[config.mk]
export PLATFORM = sky130hd
export DESIGN_NAME = oscc_top
export DESIGN_NICKNAME = d
export VERILOG_FILES = /design/src/design/oscc_pkg.sv /design/src/design/oscc_top.sv /design/src/design/oscc_clk_div.sv
export VERILOG_INCLUDE_DIRS = /design/src /design/src/design
export SDC_FILE = /design/constraint.sdc
export NUM_CORES = 1
export LEC_CHECK = 0
export ABC_AREA = 1
export BUFFER_PORTS_ARGS = -buffer_cell sky130_fd_sc_hd__buf_2
export CAP_MARGIN = 20
export CORE_AREA = 2 2 162 101
export CTS_BUF_LIST = sky130_fd_sc_hd__clkbuf_8
export DETAILED_ROUTE_END_ITERATION = 10
export DIE_AREA = 0 0 164 103
export PLACE_DENSITY_LB_ADDON = 0.2
export SETUP_SLACK_MARGIN = 0.3
export SKIP_LAST_GASP = 1
export SLEW_MARGIN = 20
export SYNTH_ARGS = -nofsm -noshare
export SYNTH_HDL_FRONTEND = slang
export SYNTH_SLANG_ARGS = --single-unit
export TNS_END_PERCENT = 10
[constraint.sdc]
create_clock -name ref_clk -period 2.1 [get_ports ref_clk]
set_input_delay 0.315 -clock ref_clk [delete_from_list [all_inputs] [get_ports ref_clk]]
set_output_delay 0.315 -clock ref_clk [all_outputs]
set_load 0.01 [all_outputs]
[src/design/oscc_consts.svh]
// oscillator control block: offsets, field positions, reset values
// assumes inclusion by bare name from design files and from the bench
`ifndef OSCC_CONSTS_SVH
`define OSCC_CONSTS_SVH

`define OSCC_OFF_CTRL 12'h000
`define OSCC_OFF_KEY 12'h004
`define OSCC_OFF_STAT 12'h008

`define OSCC_POS_PLL_OUTPUT_DIVIDER 27
`define OSCC_POS_FAST_RC_DIVIDER 24
`define OSCC_POS_SECONDARY_OSC_READY 22
`define OSCC_POS_PBRDY 21
`define OSCC_POS_PERIPH_CLK_DIVISOR 19
`define OSCC_POS_PLL_MULTIPLIER 16
`define OSCC_POS_NEW_OSC_SELECT 8
`define OSCC_POS_SECONDARY_OSC_ENABLE 1

`define OSCC_RST_FAST_RC_DIVIDER 3'h1
`define OSCC_KEY1 32'hAA99_6655
`define OSCC_KEY2 32'h5566_99AA
`define OSCC_PB_SETTLE 4'h8
`define OSCC_SECONDARY_OSCILLATOR_WARM 16'h0400

`endif

[src/design/oscc_pkg.sv]
// oscillator control block: shared types
// assumes nothing of its surroundings
`default_nettype none
package oscc_pkg;
  typedef enum logic [1:0] {
    OSCC_LOCKED = 2'b00,
    OSCC_HALF = 2'b01,
    OSCC_OPEN = 2'b10
  } oscc_unlock_t;
endpackage
`default_nettype wire

[src/design/oscc_top.sv]
// oscillator control register with apb slave, unlock key and clock dividers
// assumes apb master on ref_clk; cfg_* straps steady for two edges before reset release
//
// The APB register port and the register offsets are this design's own decisions.
`default_nettype none
`include "oscc_consts.svh"
module oscc_top #(
  parameter logic [31:0] KEY1 = `OSCC_KEY1,
  parameter logic [31:0] KEY2 = `OSCC_KEY2,
  parameter logic [15:0] SECONDARY_OSCILLATOR_WARM = `OSCC_SECONDARY_OSCILLATOR_WARM
) (
  input wire logic ref_clk,
  input wire logic resetn,
  input wire logic psel,
  input wire logic penable,
  input wire logic pwrite,
  input wire logic [11:0] paddr,
  input wire logic [31:0] pwdata,
  output logic [31:0] prdata,
  output logic pready,
  output logic pslverr,
  input wire logic [2:0] cfg_pll_output_divider,
  input wire logic [2:0] cfg_pll_multiplier,
  input wire logic [1:0] cfg_periph_clk_divisor,
  input wire logic [2:0] cfg_new_osc_select,
  input wire logic cfg_secondary_osc_enable,
  input wire logic secondary_oscillator_running,
  output logic pll_out_tick,
  output logic fast_rc_tick,
  output logic peripheral_bus_clock_tick,
  output logic [2:0] pll_multiplier,
  output logic [2:0] new_osc_select,
  output logic secondary_osc_enable
);
  import oscc_pkg::*;

  // one compare shared by bus decode and read mux
  function automatic logic at_off(input logic [11:0] a, input logic [11:0] off);
    return (a == off);
  endfunction

  // ------------------------------------------------------------
  // apb decode
  // ------------------------------------------------------------
  logic acc;
  logic wr;
  logic hit_ctrl;
  logic hit_key;
  logic hit_stat;

  assign pready = 1'b1;
  assign acc = psel && penable;
  assign wr = acc && pwrite;
  assign hit_ctrl = at_off(paddr, `OSCC_OFF_CTRL);
  assign hit_key = at_off(paddr, `OSCC_OFF_KEY);
  assign hit_stat = at_off(paddr, `OSCC_OFF_STAT);
  assign pslverr = acc && !(hit_ctrl || hit_key || hit_stat);

  // ------------------------------------------------------------
  // secondary_oscillator_running pin synchroniser
  // ------------------------------------------------------------
  logic secondary_oscillator_s1_q;
  logic secondary_oscillator_s2_q;
  logic strap_done_q;

  always_ff @(posedge ref_clk or negedge resetn) begin
    if (!resetn) begin
      secondary_oscillator_s1_q <= 1'b0;
      secondary_oscillator_s2_q <= 1'b0;
    end else begin
      secondary_oscillator_s1_q <= secondary_oscillator_running;
      secondary_oscillator_s2_q <= secondary_oscillator_s1_q;
    end
  end

  // ------------------------------------------------------------
  // strap synchroniser
  // ------------------------------------------------------------
  // no reset so the straps settle while reset is held; they are quasi-static,
  // a strap that moves near reset release may load a mix of old and new bits
  logic [11:0] strap_s1_q;
  logic [11:0] strap_s2_q;

  always_ff @(posedge ref_clk) begin
    strap_s1_q <= {cfg_pll_output_divider, cfg_pll_multiplier, cfg_periph_clk_divisor,
      cfg_new_osc_select, cfg_secondary_osc_enable};
    strap_s2_q <= strap_s1_q;
  end

  // ------------------------------------------------------------
  // unlock sequence
  // ------------------------------------------------------------
  oscc_unlock_t ul_q;
  oscc_unlock_t ul_d;

  always_comb begin
    ul_d = ul_q;
    if (wr && hit_key) begin
      if (pwdata == KEY1) begin
        ul_d = OSCC_HALF;
      end else if (pwdata == KEY2 && ul_q == OSCC_HALF) begin
        ul_d = OSCC_OPEN;
      end else begin
        ul_d = OSCC_LOCKED;
      end
    end else if (wr && hit_ctrl) begin
      // window is single shot: any control write closes it
      ul_d = OSCC_LOCKED;
    end else if (wr) begin
      ul_d = OSCC_LOCKED;
    end
  end

  always_ff @(posedge ref_clk or negedge resetn) begin
    if (!resetn) begin
      ul_q <= OSCC_LOCKED;
    end else begin
      ul_q <= ul_d;
    end
  end

  // ------------------------------------------------------------
  // control fields
  // ------------------------------------------------------------
  logic [2:0] plldiv_q;
  logic [2:0] plldiv_d;
  logic [2:0] fast_rc_divider_q;
  logic [2:0] fast_rc_divider_d;
  logic [1:0] periph_clk_divisor_q;
  logic [1:0] periph_clk_divisor_d;
  logic [2:0] mult_q;
  logic [2:0] mult_d;
  logic [2:0] new_osc_select_q;
  logic [2:0] new_osc_select_d;
  logic secondary_osc_enable_q;
  logic secondary_osc_enable_d;
  logic [3:0] pbwait_q;
  logic [3:0] pbwait_d;
  logic [15:0] warm_q;
  logic [15:0] warm_d;
  logic ctrl_wr;
  logic pb_ready;

  // writes only through an open window
  assign ctrl_wr = wr && hit_ctrl && (ul_q == OSCC_OPEN);
  assign pb_ready = (pbwait_q == 4'h0);

  always_comb begin
    plldiv_d = plldiv_q;
    fast_rc_divider_d = fast_rc_divider_q;
    periph_clk_divisor_d = periph_clk_divisor_q;
    mult_d = mult_q;
    new_osc_select_d = new_osc_select_q;
    secondary_osc_enable_d = secondary_osc_enable_q;
    pbwait_d = (pbwait_q != 4'h0) ? pbwait_q - 4'h1 : 4'h0;
    // straps load one cycle after every reset release
    if (!strap_done_q) begin
      plldiv_d = strap_s2_q[11:9];
      periph_clk_divisor_d = strap_s2_q[5:4];
      mult_d = strap_s2_q[8:6];
      new_osc_select_d = strap_s2_q[3:1];
      secondary_osc_enable_d = strap_s2_q[0];
    end else if (ctrl_wr) begin
      plldiv_d = pwdata[`OSCC_POS_PLL_OUTPUT_DIVIDER +: 3];
      fast_rc_divider_d = pwdata[`OSCC_POS_FAST_RC_DIVIDER +: 3];
      mult_d = pwdata[`OSCC_POS_PLL_MULTIPLIER +: 3];
      new_osc_select_d = pwdata[`OSCC_POS_NEW_OSC_SELECT +: 3];
      secondary_osc_enable_d = pwdata[`OSCC_POS_SECONDARY_OSC_ENABLE];
      if (pb_ready && pwdata[`OSCC_POS_PERIPH_CLK_DIVISOR +: 2] != periph_clk_divisor_q) begin
        periph_clk_divisor_d = pwdata[`OSCC_POS_PERIPH_CLK_DIVISOR +: 2];
        pbwait_d = `OSCC_PB_SETTLE;
      end
    end
    // warm-up count restarts whenever the oscillator stops
    if (!secondary_osc_enable_q || !secondary_oscillator_s2_q) begin
      warm_d = 16'h0000;
    end else if (warm_q != SECONDARY_OSCILLATOR_WARM) begin
      warm_d = warm_q + 16'h0001;
    end else begin
      warm_d = warm_q;
    end
  end

  always_ff @(posedge ref_clk or negedge resetn) begin
    if (!resetn) begin
      strap_done_q <= 1'b0;
      plldiv_q <= 3'h0;
      fast_rc_divider_q <= `OSCC_RST_FAST_RC_DIVIDER;
      periph_clk_divisor_q <= 2'h3;
      mult_q <= 3'h0;
      new_osc_select_q <= 3'h0;
      secondary_osc_enable_q <= 1'b0;
      pbwait_q <= 4'h0;
      warm_q <= 16'h0000;
    end else begin
      strap_done_q <= 1'b1;
      plldiv_q <= plldiv_d;
      fast_rc_divider_q <= fast_rc_divider_d;
      periph_clk_divisor_q <= periph_clk_divisor_d;
      mult_q <= mult_d;
      new_osc_select_q <= new_osc_select_d;
      secondary_osc_enable_q <= secondary_osc_enable_d;
      pbwait_q <= pbwait_d;
      warm_q <= warm_d;
    end
  end

  // ------------------------------------------------------------
  // read data
  // ------------------------------------------------------------
  logic [31:0] ctrl_word;
  logic [31:0] rd_d;
  logic [31:0] rd_q;
  logic secondary_oscillator_ready;

  assign secondary_oscillator_ready = (warm_q == SECONDARY_OSCILLATOR_WARM);

  always_comb begin
    ctrl_word = 32'h0000_0000;
    ctrl_word[`OSCC_POS_PLL_OUTPUT_DIVIDER +: 3] = plldiv_q;
    ctrl_word[`OSCC_POS_FAST_RC_DIVIDER +: 3] = fast_rc_divider_q;
    ctrl_word[`OSCC_POS_SECONDARY_OSC_READY] = secondary_oscillator_ready;
    ctrl_word[`OSCC_POS_PBRDY] = pb_ready;
    ctrl_word[`OSCC_POS_PERIPH_CLK_DIVISOR +: 2] = periph_clk_divisor_q;
    ctrl_word[`OSCC_POS_PLL_MULTIPLIER +: 3] = mult_q;
    ctrl_word[`OSCC_POS_NEW_OSC_SELECT +: 3] = new_osc_select_q;
    ctrl_word[`OSCC_POS_SECONDARY_OSC_ENABLE] = secondary_osc_enable_q;
  end

  // read data registered at the setup cycle so it is ready in access phase
  // zero is loaded at the access edge, so the bus idles at zero afterwards
  always_comb begin
    rd_d = 32'h0000_0000;
    if (psel && !penable && !pwrite) begin
      if (hit_ctrl) begin
        rd_d = ctrl_word;
      end else if (hit_stat) begin
        rd_d = {30'h0, ul_q};
      end
    end
  end

  always_ff @(posedge ref_clk or negedge resetn) begin
    if (!resetn) begin
      rd_q <= 32'h0000_0000;
    end else begin
      rd_q <= rd_d;
    end
  end

  assign prdata = rd_q;

  // ------------------------------------------------------------
  // dividers
  // ------------------------------------------------------------
  // pll output divider
  oscc_clk_div #(.CW(3)) u_pll_div (
    .ref_clk(ref_clk),
    .resetn(resetn),
    .code(plldiv_q),
    .tick(pll_out_tick)
  );

  oscc_clk_div #(.CW(3)) u_frc_div (
    .ref_clk(ref_clk),
    .resetn(resetn),
    .code(fast_rc_divider_q),
    .tick(fast_rc_tick)
  );

  oscc_clk_div #(.CW(2)) u_pb_div (
    .ref_clk(ref_clk),
    .resetn(resetn),
    .code(periph_clk_divisor_q),
    .tick(peripheral_bus_clock_tick)
  );

  assign pll_multiplier = mult_q;
  assign new_osc_select = new_osc_select_q;
  assign secondary_osc_enable = secondary_osc_enable_q;
endmodule
`default_nettype wire

[src/design/oscc_clk_div.sv]
// power-of-two clock divider with selectable ratio, emits a tick per period
// assumes the ratio code is stable or changes only between periods
`default_nettype none
module oscc_clk_div #(
  parameter int CW = 3
) (
  input wire logic ref_clk,
  input wire logic resetn,
  input wire logic [CW-1:0] code,
  output logic tick
);
  // ------------------------------------------------------------
  // divider counter
  // ------------------------------------------------------------
  logic [7:0] cnt_q;
  logic [7:0] cnt_d;
  logic [7:0] lim;

  // codes up to 6 divide by 2**code, code 7 divides by 256
  // compared at eight bits so a two-bit code 3 is not taken for 7
  always_comb begin
    if (8'(code) == 8'h07) begin
      lim = 8'hFF;
    end else begin
      lim = 8'((9'h001 << code) - 9'h001);
    end
    if (cnt_q >= lim) begin
      cnt_d = 8'h00;
    end else begin
      cnt_d = cnt_q + 8'h01;
    end
  end

  always_ff @(posedge ref_clk or negedge resetn) begin
    if (!resetn) begin
      cnt_q <= 8'h00;
    end else begin
      cnt_q <= cnt_d;
    end
  end

  assign tick = (cnt_q >= lim);
endmodule
`default_nettype wire

==> results of run 1 <==
## worst max-delay path, delay by kind of cell (launching register included)
family / cells / cell delay [ns]
simple gates: 6 / 0.62
compound gates: 3 / 0.36
buf+inv: 2 / 0.20
flops: 1 / 0.41
fa+ha+maj: 2 / 0.38
## final cells by class
cell class,count,area share (%)
Timing Repair Buffer,123,11.05
Clock inverter,7,1.271
Inverter,82,4.737
Tap cell,209,4.025
Multi-Input combinational cell,455,37.97
Sequential cell,106,39.03
Clock buffer,9,1.906
## state kept, by name, summed over array words and instances, names as in the netlist, 3 cells and up
signal and count:
u_pb_div.cnt_q 8, u_pll_div.cnt_q 8, strap_s1_q 12, u_frc_div.cnt_q 8, pbwait_q 4, strap_s2_q 12, prdata 18, plldiv_q 3
new_osc_select 3, fast_rc_divider_q 3, pll_multiplier 3, warm_q 16
## cell families after synthesis
family | share of synthesized area, %
AND/OR/NAND/NOR | 27.03
buffers and inverters | 8.788
other | 0.1418
flip-flops | 47.89
XOR/XNOR | 3.307
adder cells (fa/ha/maj) | 6.615
AO/OA/AOI/OAI | 6.236
## cell usage in the layout, fill, tap and decap left out, types with 9 or more instances in the layout
cell and n:
nand3_1 35, conb_1 18, o21ai_0 26, dfxtp_1 24
nand4_1 17, buf_2 87, clkbuf_8 9, buf_4 32
ha_1 25, inv_1 82, xor2_1 13, nand2_1 134
a21oi_1 18, nor2_1 94, nor2_2 9, dfrtp_1 79
nor3_1 14
## power breakdown
part | switching (mW) | internal (mW)
Sequential | 0.128 | 2.18
Clock | 0.734 | 0.576
Combinational | 0.588 | 0.438
Total | 1.45 | 3.20
## cells in the mapped netlist
library cell	count	share of area, %
buf_6	2	0.43
conb_1	2	0.14
o21ai_1	3	0.28
buf_2	3	0.28
nand3b_1	2	0.28
nor3_1	16	1.5
inv_1	82	5.8
o21ai_0	30	2.8
o21a_1	2	0.28
or2_2	1	0.12
dfrtp_1	79	37
nand4_1	17	2.0
xor2_1	13	2.1
nor4_1	2	0.24
nor2_2	3	0.35
xnor2_1	7	1.2
a31oi_1	4	0.47
nand3_2	5	0.94
dfstp_2	3	1.5
ha_1	28	6.6
nor3b_1	1	0.14
a21oi_1	21	2.0
dfxtp_1	24	9.1
buf_4	16	2.3
nor2_1	100	7.1
nand2_2	2	0.24
o22ai_1	2	0.24
nand3_1	38	3.6
nor2_4	2	0.43
nand2_1	135	9.6
nor3_4	1	0.31
a21o_1	1	0.14
nand2_4	1	0.21
## worst paths after layout
path	startpoint	to	cells after the start
worst max-delay path	plldiv_q[1]	pll_out_tick	13
worst min-delay path	cfg_pll_multiplier[2]	strap_s1_q[8]	1
worst max register to register	plldiv_q[1]	u_pll_div.cnt_q[4]	14
worst min register to register	strap_s1_q[2]	strap_s2_q[2]	0
max in group asynchronous	resetn	prdata[29]	3
min in group asynchronous	resetn	u_frc_div.cnt_q[7]	2
## through the flow
stage / area, um^2 / instances / power, mW / worst slack (ns) / hold slack (ns)
final: 6497 / 991 / 4.647 / -0.5360 / 0.03895
after detailed placement: 6138 / 970 / 3.306 / -0.2487 / 0.3144
after CTS: 6435 / 989 / 4.683 / -0.5720 / 0.01761
after global placement: 6138 / 970 / 3.287 / -0.1486 / 0.3114
after global routing: 6497 / 991 / 4.974 / -0.7351 / 0.004028
after floorplan: 5371 / 664 / 2.947 / -0.07689 / 0.01941
## per-layer routing
layer  vias up  track usage, %  wire length [um]
li1       2291               -                 -
met1      2069           23.41              6664
met2       104           23.66              5357
met3         2           3.982               649
met4         0           3.576                35
met5         -               0                 0
## timing repair
action	4_1_cts	5_1_grt
gates resized for setup	13	14
setup endpoints to repair	19	24
endpoints found under the hold margin	38	1
hold buffers	1	1
pin swaps	10	11
setup buffers	2	1
==> results.tsv, run 1 <==
stage	metric	value	unit
sta	tns	-1.664	ns
global_route	antenna_found_initial	0	
clock_tree	cts_tree	done	
global_route	grt_pass1_wl	21180	um
final_layout	nNetsFinal	867	
synthesis	ys_seq_area_share	47.89	%
sta	rsz0062_at_grt	true	
synthesis	syn_area	5296	um^2
synthesis	ys_warn_count	0	
clock_tree	clock_path_buffers	2	
detailed_routing	vias	4466	
global_route	grt_max_degree	45	
sta	tightest_slew	0.5765	ns
worst_setup_path	rrSetupSlack	-0.05	ns
worst_setup_path	start_kind	flop	
detailed_routing	ant_nets	0	
floorplan	row_count	36	
synthesis	syn_area_per_cell	8.173	um^2
final_layout	finalCoreUtilization	41.57	%
pwr	p_per_area	715.2	nW/um^2
sta	finalCriticalPeriod	2.636	ns
global_route	grt_pass1_vias	4361	
sta	finalSetupViolCount	19	
floorplan	core_area	15630	um^2
synthesis	yosys_register_bits	106	
placement	io_buffers	90	
worst_setup_path	critPathKind	flop to primary output	
clock_tree	htreeDepth	3	
final_layout	drive_above_1_share	22.51	%
detailed_routing	vias_per_cell	4.507	
worst_setup_path	crit_path_end_kind	primary output	
final_layout	synthToLayoutAreaGrowth	22.68	%
worst_setup_path	max_stage_delay	0.41	ns
sta	relSlewSlack	61.57	%
clock_tree	cts_num_sinks	106	
placement	place_hpwl	9976	um
clock_tree	cts_buffers	9	
worst_setup_path	crit_arrival	2.32	ns
detailed_routing	wirelength	12710	um
synthesis	synth_cell_type_count	33	
run_status	violations	setup timing	
pwr	ir_worst_vdd	0.0003601	V
detailed_routing	firstDrtPassIters	5	
global_route	grt_use_total	15.94	%
worst_setup_path	cp.required	1.78	ns
clock_tree	cts-root-buf	clkbuf_8	
worst_setup_path	slowest_stage	dfrtp_1	
clock_tree	cts.clk_slew.worst_paths	0.11	ns
synthesis	netlist_instances	648	
floorplan	die_y	103	um
placement	place.gp.congestion	0.8460	
final_layout	multi_input_area	2467	um^2
floorplan	initial_core_util	33.89	%
sta	drv_slew	0	
worst_setup_path	cp_cell_sequence	nor2_2 -> nand2_1 -> ha_2 -> inv_2 -> nand3_2 -> a21oi_2 -> a31oi_4 -> ha_4 -> a21oi_4 -> nor2_2 -> nor3_2 -> nand3_2 -> buf_6	
final_layout	register_area	2536	um^2
global_route	grt-ovfl-total	0	
sta	clock.fmax	379.4	MHz
sta	clock-skew-final	0.01413	ns
floorplan	die_w	164	um
run_status	status	complete, but fails checks	
pwr	p_leak	3.308	nW
clock_tree	clkLatencyLatePin	0.36	ns
worst_hold_path	worstHoldPathType	input port to flop	
detailed_routing	drc_errors	0	
sta	fin_crit_sh	125.5	%
worst_setup_path	crit_fanout	3	
final_layout	final.fill_count	1569	
detailed_routing	wl_per_cell	12.82	um
floorplan	io_pins	106	
detailed_routing	drt_iter0_drc	226	
sta	final-hold-violation-count	0	
run	maxCapViolCount	0	
final_layout	n_antenna_cell	0	
floorplan	dieArea	16890	um^2
sta	timing.final.ws_setup	-0.5360	ns
(Power assumes the default switching activity.)
==> inputs of run 2 (changes only) <==
ABC_AREA = default   (was 1)
CORE_AREA = 2 2 162 100   (was 2 2 162 101)
DIE_AREA = 0 0 164 102   (was 0 0 164 103)
SETUP_SLACK_MARGIN = 0.5   (was 0.3)
SKIP_CTS_REPAIR_TIMING = 1   (was default)
==> run 2 against run 1 <==
Net effect:
- the flow still finishes with violations (setup timing)
- synthesized cell count decreased by 19%
- die area is 0.97% lower
- setup slack worse by 0.34 ns
- combinational power grew 11%
- flip-flop and latch count is the same
- global-route usage grew 1.5 points
- final cell count decreased by 14%
- maximum frequency is 12% lower
- via count shrank 3.4%
- register-to-register slack worse by 0.33 ns
- critical endpoint unchanged
==> results.tsv, run 2 <==
stage	metric	value	unit	change
worst_setup_path	crit_path_frequent_cell	ha_4		
synthesis	synth_edf_count	0		unchanged
worst_setup_path	cp_cell_sequence	or3_4 -> ha_4 -> nor2b_4 -> a21oi_2 -> o221ai_2 -> ha_4 -> o2111ai_4 -> nor2_4 -> a21o_1 -> buf_2		
run_status	status	complete, but fails checks		
clock_tree	cts.clk_slew.worst_paths	0.11	ns	about the same
sta	timing.final.ws_setup	-0.8795	ns	-0.3436 ns
sta	clock.fmax	335.6	MHz	-12%
sta	drv_slew	0		unchanged
worst_setup_path	slowest_stage	dfrtp_1		
floorplan	core_area	15200	um^2	-2.8%
sta	relSlewSlack	60.82	%	-0.74 points
synthesis	ys_warn_count	0		unchanged
final_layout	largest_reg_flops	18		unchanged
floorplan	die_y	102	um	-0.97%
synthesis	netlist_instances	524		-19%
placement	dp.cells	834		-14%
detailed_routing	drc_errors	0		unchanged
pwr	p_per_area	737.4	nW/um^2	+3.1%
floorplan	io_pins	106		unchanged
worst_setup_path	critPathKind	flop to primary output		
sta	fin_crit_sh	141.9	%	+16 points
worst_setup_path	cp-startpoint	plldiv_q[2]		
final_layout	final_common_cell	buf_2		
detailed_routing	wl_per_cell	16.54	um	+29%
synthesis	synth_flop_cell	dfrtp_1		
sta	clock-skew-final	0.01426	ns	+0.0001367 ns
run	maxCapViolCount	0		unchanged
floorplan	die_w	164	um	unchanged
clock_tree	htreeDepth	3		unchanged
final_layout	stdcell_count	852		-14%
clock_tree	cts-root-buf	clkbuf_8		
worst_setup_path	crit_path_end_kind	primary output		
global_route	grt_use_total	17.44	%	+1.5 points
global_route	antenna_found_initial	0		unchanged
pwr	p_leak	2.941	nW	-11%
detailed_routing	vias_per_cell	5.061		+12%
sta	rsz0062_at_grt	true		
final_layout	synthToLayoutAreaGrowth	24.25	%	
synthesis	syn_area	5264	um^2	-0.61%
clock_tree	clock_path_buffers	2		unchanged
clock_tree	clkLatencyLatePin	0.37	ns	about the same
clock_tree	cts_buffers	9		unchanged
synthesis	yosys_register_bits	106		unchanged
detailed_routing	drt_iter0_drc	347		+54%
floorplan	row_count	35		-2.8%
final_layout	most-common-layout-cells	buf_2, dfrtp_1, nor2_1		
worst_hold_path	worstHoldPathType	input port to flop		
sta	tns	-6.468	ns	-4.804 ns
floorplan	dieArea	16730	um^2	-0.97%
floorplan	initial_core_util	34.64	%	+0.75 points
worst_setup_path	crit_arrival	2.66	ns	+0.34 ns
synthesis	synth_cell_type_count	54		+64%
worst_hold_path	min_from	cfg_pll_output_divider[0]		
clock_tree	cts_tree	done		
detailed_routing	ant_nets	0		unchanged
final_layout	final_area	6540	um^2	+0.65%
synthesis	yosys.area.top_type_share	37.56	%	+0.23 points
run_status	violations	setup timing		
worst_setup_path	max_stage_delay	0.42	ns	about the same
synthesis	ys_seq_area_share	48.18	%	+0.30 points
global_route	grt-ovfl-total	0		unchanged
sta	final-hold-violation-count	0		unchanged
placement	place_ws	-0.5171	ns	-0.2684 ns
final_layout	nNetsFinal	734		-15%
global_route	grt_pass1_wl	22380	um	+5.7%
sta	whs	0.03214	ns	-0.006806 ns
sta	tightest_slew	0.5823	ns	+0.005780 ns
final_layout	n_antenna_cell	0		unchanged
placement	place_area	6191	um^2	+0.86%
synthesis	synth-async-reset-ratio	77.36	%	unchanged
detailed_routing	firstDrtPassIters	4		-1
detailed_routing	wirelength	14090	um	+11%
synthesis	synth_largest_area_cell	dfrtp_1		
global_route	grt_pass1_vias	4305		-1.3%
sta	finalCriticalPeriod	2.980	ns	+0.3436 ns
placement	place.gp.congestion	0.8262		-2.3%
final_layout	drive_above_1_share	29.28	%	+6.8 points
worst_setup_path	cp.required	1.78	ns	about the same
placement	io_buffers	90		unchanged
global_route	grt_max_degree	38		-16%
synthesis	synthTopCellsByArea	dfrtp_1, dfxtp_1, ha_1		
worst_setup_path	start_kind	flop		
clock_tree	cts_num_sinks	106		unchanged
synthesis	synth_common_cells	dfrtp_1, nor2_1, nand3_1		
worst_setup_path	r2r_start	plldiv_q[2]		
placement	place_hpwl	10710	um	+7.4%
sta	finalSetupViolCount	19		unchanged
pwr	ir_worst_vdd	0.0002704	V	-25%
worst_setup_path	crit_fanout	6		+3
synthesis	yosysMostFrequentCell	dfrtp_1		
detailed_routing	vias	4312		-3.4%
synthesis	syn_area_per_cell	10.05	um^2	+23%
==> run 2: routing by layer <==
| layer | wire length [um] | part of all wire [%] | global-route usage [%] |
|---|---|---|---|
| met5 | 0 | 0 | 0 |
| met4 | 97 | 0.69 | 3.711 |
| met3 | 729 | 5.2 | 4.140 |
| met2 | 6162 | 44 | 26.44 |
| met1 | 7104 | 50 | 25.42 |
==> run 2: critical path, delay by kind of cell, from the launching register on <==
family                   cells  cell delay, ns
AO/OA/AOI/OAI                4            0.69
adder cells (fa/ha/maj)      2            0.45
buffers and inverters        1            0.13
flip-flops                   1            0.42
AND/OR/NAND/NOR              3            0.61
==> run 2: power breakdown <==
group / internal (mW) / leakage (nW) / switching [mW]
combinational: 0.529 / 1.56 / 0.610
sequential: 2.19 / 1.29 / 0.175
clock: 0.595 / 0.0995 / 0.721
total: 3.32 / 2.94 / 1.51
==> run 2: final cells by class <==
cell class	instances	area, um^2
Clock inverter	6	71.32
Fill cell	1478	8656
Timing Repair Buffer	125	734.5
Multi-Input combinational cell	383	2735
Tap cell	203	254.0
Clock buffer	10	137.6
Inverter	19	71.32
Sequential cell	106	2536
==> run 2: kinds of logic (layout without fill, tap and decap cells) <==
logic type | Yosys count | count (layout) | synth area share, %
compound gates | 100 | 100 | 12.38
xor+xnor | 26 | 26 | 4.326
fa+ha+maj | 28 | 28 | 6.656
buf+inv | 51 | 160 | 4.778
flops | 106 | 106 | 48.18
mux | 8 | 8 | 1.664
other cells | 2 | 18 | 0.1427
simple gates | 203 | 203 | 21.87
==> run 2: path summary, 6_finish.rpt <==
check	endpoint	slack [ns]	depth (start not counted)
worst max-delay path	pll_out_tick	-0.88	10
worst min-delay path	strap_s1_q[9]	0.03	1
worst max register to register	u_pll_div.cnt_q[7]	-0.38	10
worst min register to register	strap_s2_q[6]	0.33	0
max in group asynchronous	periph_clk_divisor_q[1]	1.04	3
min in group asynchronous	warm_q[13]	0.44	2
==> run 2: metrics by stage <==
| step | util (%) | power [mW] |
|---|---|---|
| after CTS | 42.12 | 4.778 |
| after detailed placement | 40.74 | 3.441 |
| after global placement | 40.74 | 3.420 |
| after floorplan | - | 3.029 |
| final | 43.04 | 4.822 |
| after global routing | 43.04 | 5.149 |
==> inputs of run 3 (changes only) <==
ABC_AREA = 0   (was default)
CORE_AREA = 2 2 133 83   (was 2 2 162 100)
DIE_AREA = 0 0 135 85   (was 0 0 164 102)
PLACE_DENSITY = 0.78   (was default)
PLACE_DENSITY_LB_ADDON = default   (was 0.2)
==> run 3 against run 2 <==
Net effect:
- the flow still finishes with violations (setup timing)
- core utilization increased by 19 points
- maximum frequency down 2.1%
- routed wire length down 4.1%
- power is 1.2% higher
- critical path type unchanged
==> results.tsv, run 3 (synthesis results as in run 2) <==
stage	metric	value	unit	change
run_status	status	complete, but fails checks		
run_status	violations	setup timing		
global_route	grt_max_degree	44		+16%
sta	whs	0.03393	ns	+0.001786 ns
floorplan	io_pins	106		unchanged
final_layout	final_common_cell	buf_2		
final_layout	synthToLayoutAreaGrowth	22.20	%	
pwr	power.total	4.878	mW	+1.2%
worst_setup_path	path_delay_family	simple AND/OR/NAND/NOR gates		
sta	clock-skew-final	0.01216	ns	-0.002108 ns
detailed_routing	wirelength	13510	um	-4.1%
clock_tree	clkLatencyLatePin	0.37	ns	about the same
global_route	grt_pass1_vias	4423		+2.7%
placement	place_hpwl	10280	um	-4.1%
sta	timing.final.ws_setup	-0.9442	ns	-0.06465 ns
clock_tree	cts_buffers	9		unchanged
final_layout	most-common-layout-cells	buf_2, dfrtp_1, buf_4		
placement	place.gp.congestion	0.9129		+10%
floorplan	die_y	85	um	-17%
sta	finalSetupViolCount	19		unchanged
global_route	grt-ovfl-total	0		unchanged
placement	place_ws	-0.4807	ns	+0.03643 ns
worst_setup_path	critPathBufInv	3		+2
floorplan	core_area	10300	um^2	-32%
run	maxCapViolCount	0		unchanged
clock_tree	cts.clk_slew.worst_paths	0.10	ns	about the same
detailed_routing	drt_iter0_drc	499		+44%
clock_tree	cts_tree	done		
sta	drv_slew	0		unchanged
global_route	antenna_found_initial	0		unchanged
worst_hold_path	min_from	cfg_pll_output_divider[1]		
clock_tree	clock_path_buffers	2		unchanged
sta	clock.fmax	328.5	MHz	-2.1%
floorplan	dieArea	11480	um^2	-31%
floorplan	row_count	29		-17%
worst_setup_path	cp_cell_sequence	inv_1 -> or3_4 -> ha_4 -> nand2_2 -> and3_4 -> a21oi_2 -> ha_1 -> a21o_1 -> a21oi_2 -> inv_2 -> a21o_1 -> buf_2		
placement	dp.cells	772		-7.4%
sta	relSlewSlack	49.38	%	-11 points
clock_tree	cts_num_sinks	106		unchanged
floorplan	initial_core_util	51.08	%	+16 points
final_layout	finalCoreUtilization	62.42	%	+19 points
floorplan	die_w	135	um	-18%
worst_setup_path	crit_fanout	7		+1
detailed_routing	vias	4494		+4.2%
placement	io_buffers	90		unchanged
pwr	p_leak	2.963	nW	+0.74%
sta	finalCriticalPeriod	3.044	ns	+0.06465 ns
final_layout	n_antenna_cell	0		unchanged
detailed_routing	ant_nets	0		unchanged
worst_setup_path	max_stage_delay	0.42	ns	about the same
worst_setup_path	start_kind	flop		
final_layout	drive_above_1_share	28.42	%	-0.86 points
global_route	grt_use_total	24.51	%	+7.1 points
pwr	p_per_area	758.3	nW/um^2	+2.8%
final_layout	largest_reg_flops	18		unchanged
worst_setup_path	r2r_start	plldiv_q[0]		
detailed_routing	wl_per_cell	17.11	um	+3.4%
worst_setup_path	crit_path_end_kind	primary output		
final_layout	nNetsFinal	736		+0.27%
worst_hold_path	worstHoldPathType	input port to flop		
sta	fin_crit_sh	145.0	%	+3.1 points
detailed_routing	vias_per_cell	5.689		+12%
worst_setup_path	cp.required	1.78	ns	about the same
clock_tree	cts-root-buf	clkbuf_8		
global_route	grt_pass1_wl	21810	um	-2.6%
worst_setup_path	slowest_stage	dfrtp_1		
sta	final-hold-violation-count	0		unchanged
clock_tree	htreeDepth	3		unchanged
sta	tightest_slew	0.7524	ns	+0.1702 ns
detailed_routing	firstDrtPassIters	5		+1
worst_setup_path	crit_arrival	2.73	ns	+0.07 ns
worst_setup_path	critPathKind	flop to primary output		
final_layout	stdcell_count	790		-7.3%
pwr	ir_worst_vdd	0.0003655	V	+35%
sta	rsz0062_at_grt	true		
worst_setup_path	cp-startpoint	plldiv_q[0]		
detailed_routing	drc_errors	0		unchanged
[run 3: worst paths after layout]
check	end	slack, ns	cells after the start
worst max-delay path	pll_out_tick	-0.94	12
min in group asynchronous	prdata[0]	0.47	2
max in group asynchronous	u_pll_div.cnt_q[3]	0.96	3
worst min register to register	strap_s2_q[9]	0.34	0
worst max register to register	u_pll_div.cnt_q[4]	-0.55	13
worst min-delay path	strap_s1_q[10]	0.03	1
[run 3: per-layer routing]
| metal | global-route usage [%] | vias to the layer above | routed length, um |
|---|---|---|---|
| met5 | 0 | - | 0 |
| met4 | 9.280 | 0 | 381 |
| met3 | 6.153 | 36 | 911 |
| met2 | 36.50 | 180 | 6067 |
| met1 | 34.79 | 2163 | 6152 |
| li1 | - | 2115 | - |
[run 3: metrics by stage]
step / TNS [ns] / cell area, um^2
2_1_floorplan: -3.668 / 5419
3_3_place_gp: -4.306 / 6113
3_5_place_dp: -5.882 / 6113
4_1_cts: -7.263 / 6342
5_1_grt: -9.741 / 6432
6_report: -7.935 / 6432
[run 3: area by class of cell]
type / instances / area (um^2)
clock buffer: 11 / 151.4
multi-input combinational: 383 / 2685
fill: 859 / 3872
tap: 139 / 173.9
sequential: 106 / 2536
inverter: 19 / 71.32
clock inverter: 5 / 77.57
timing repair buffer: 127 / 737.0
[run 3: where the power goes]
part / total [mW] / internal, mW / switching, mW / leakage, nW
clock: 1.40 / 0.733 / 0.668 / 0.121
sequential: 2.37 / 2.19 / 0.173 / 1.29
combinational: 1.11 / 0.505 / 0.606 / 1.56
total: 4.88 / 3.43 / 1.45 / 2.96
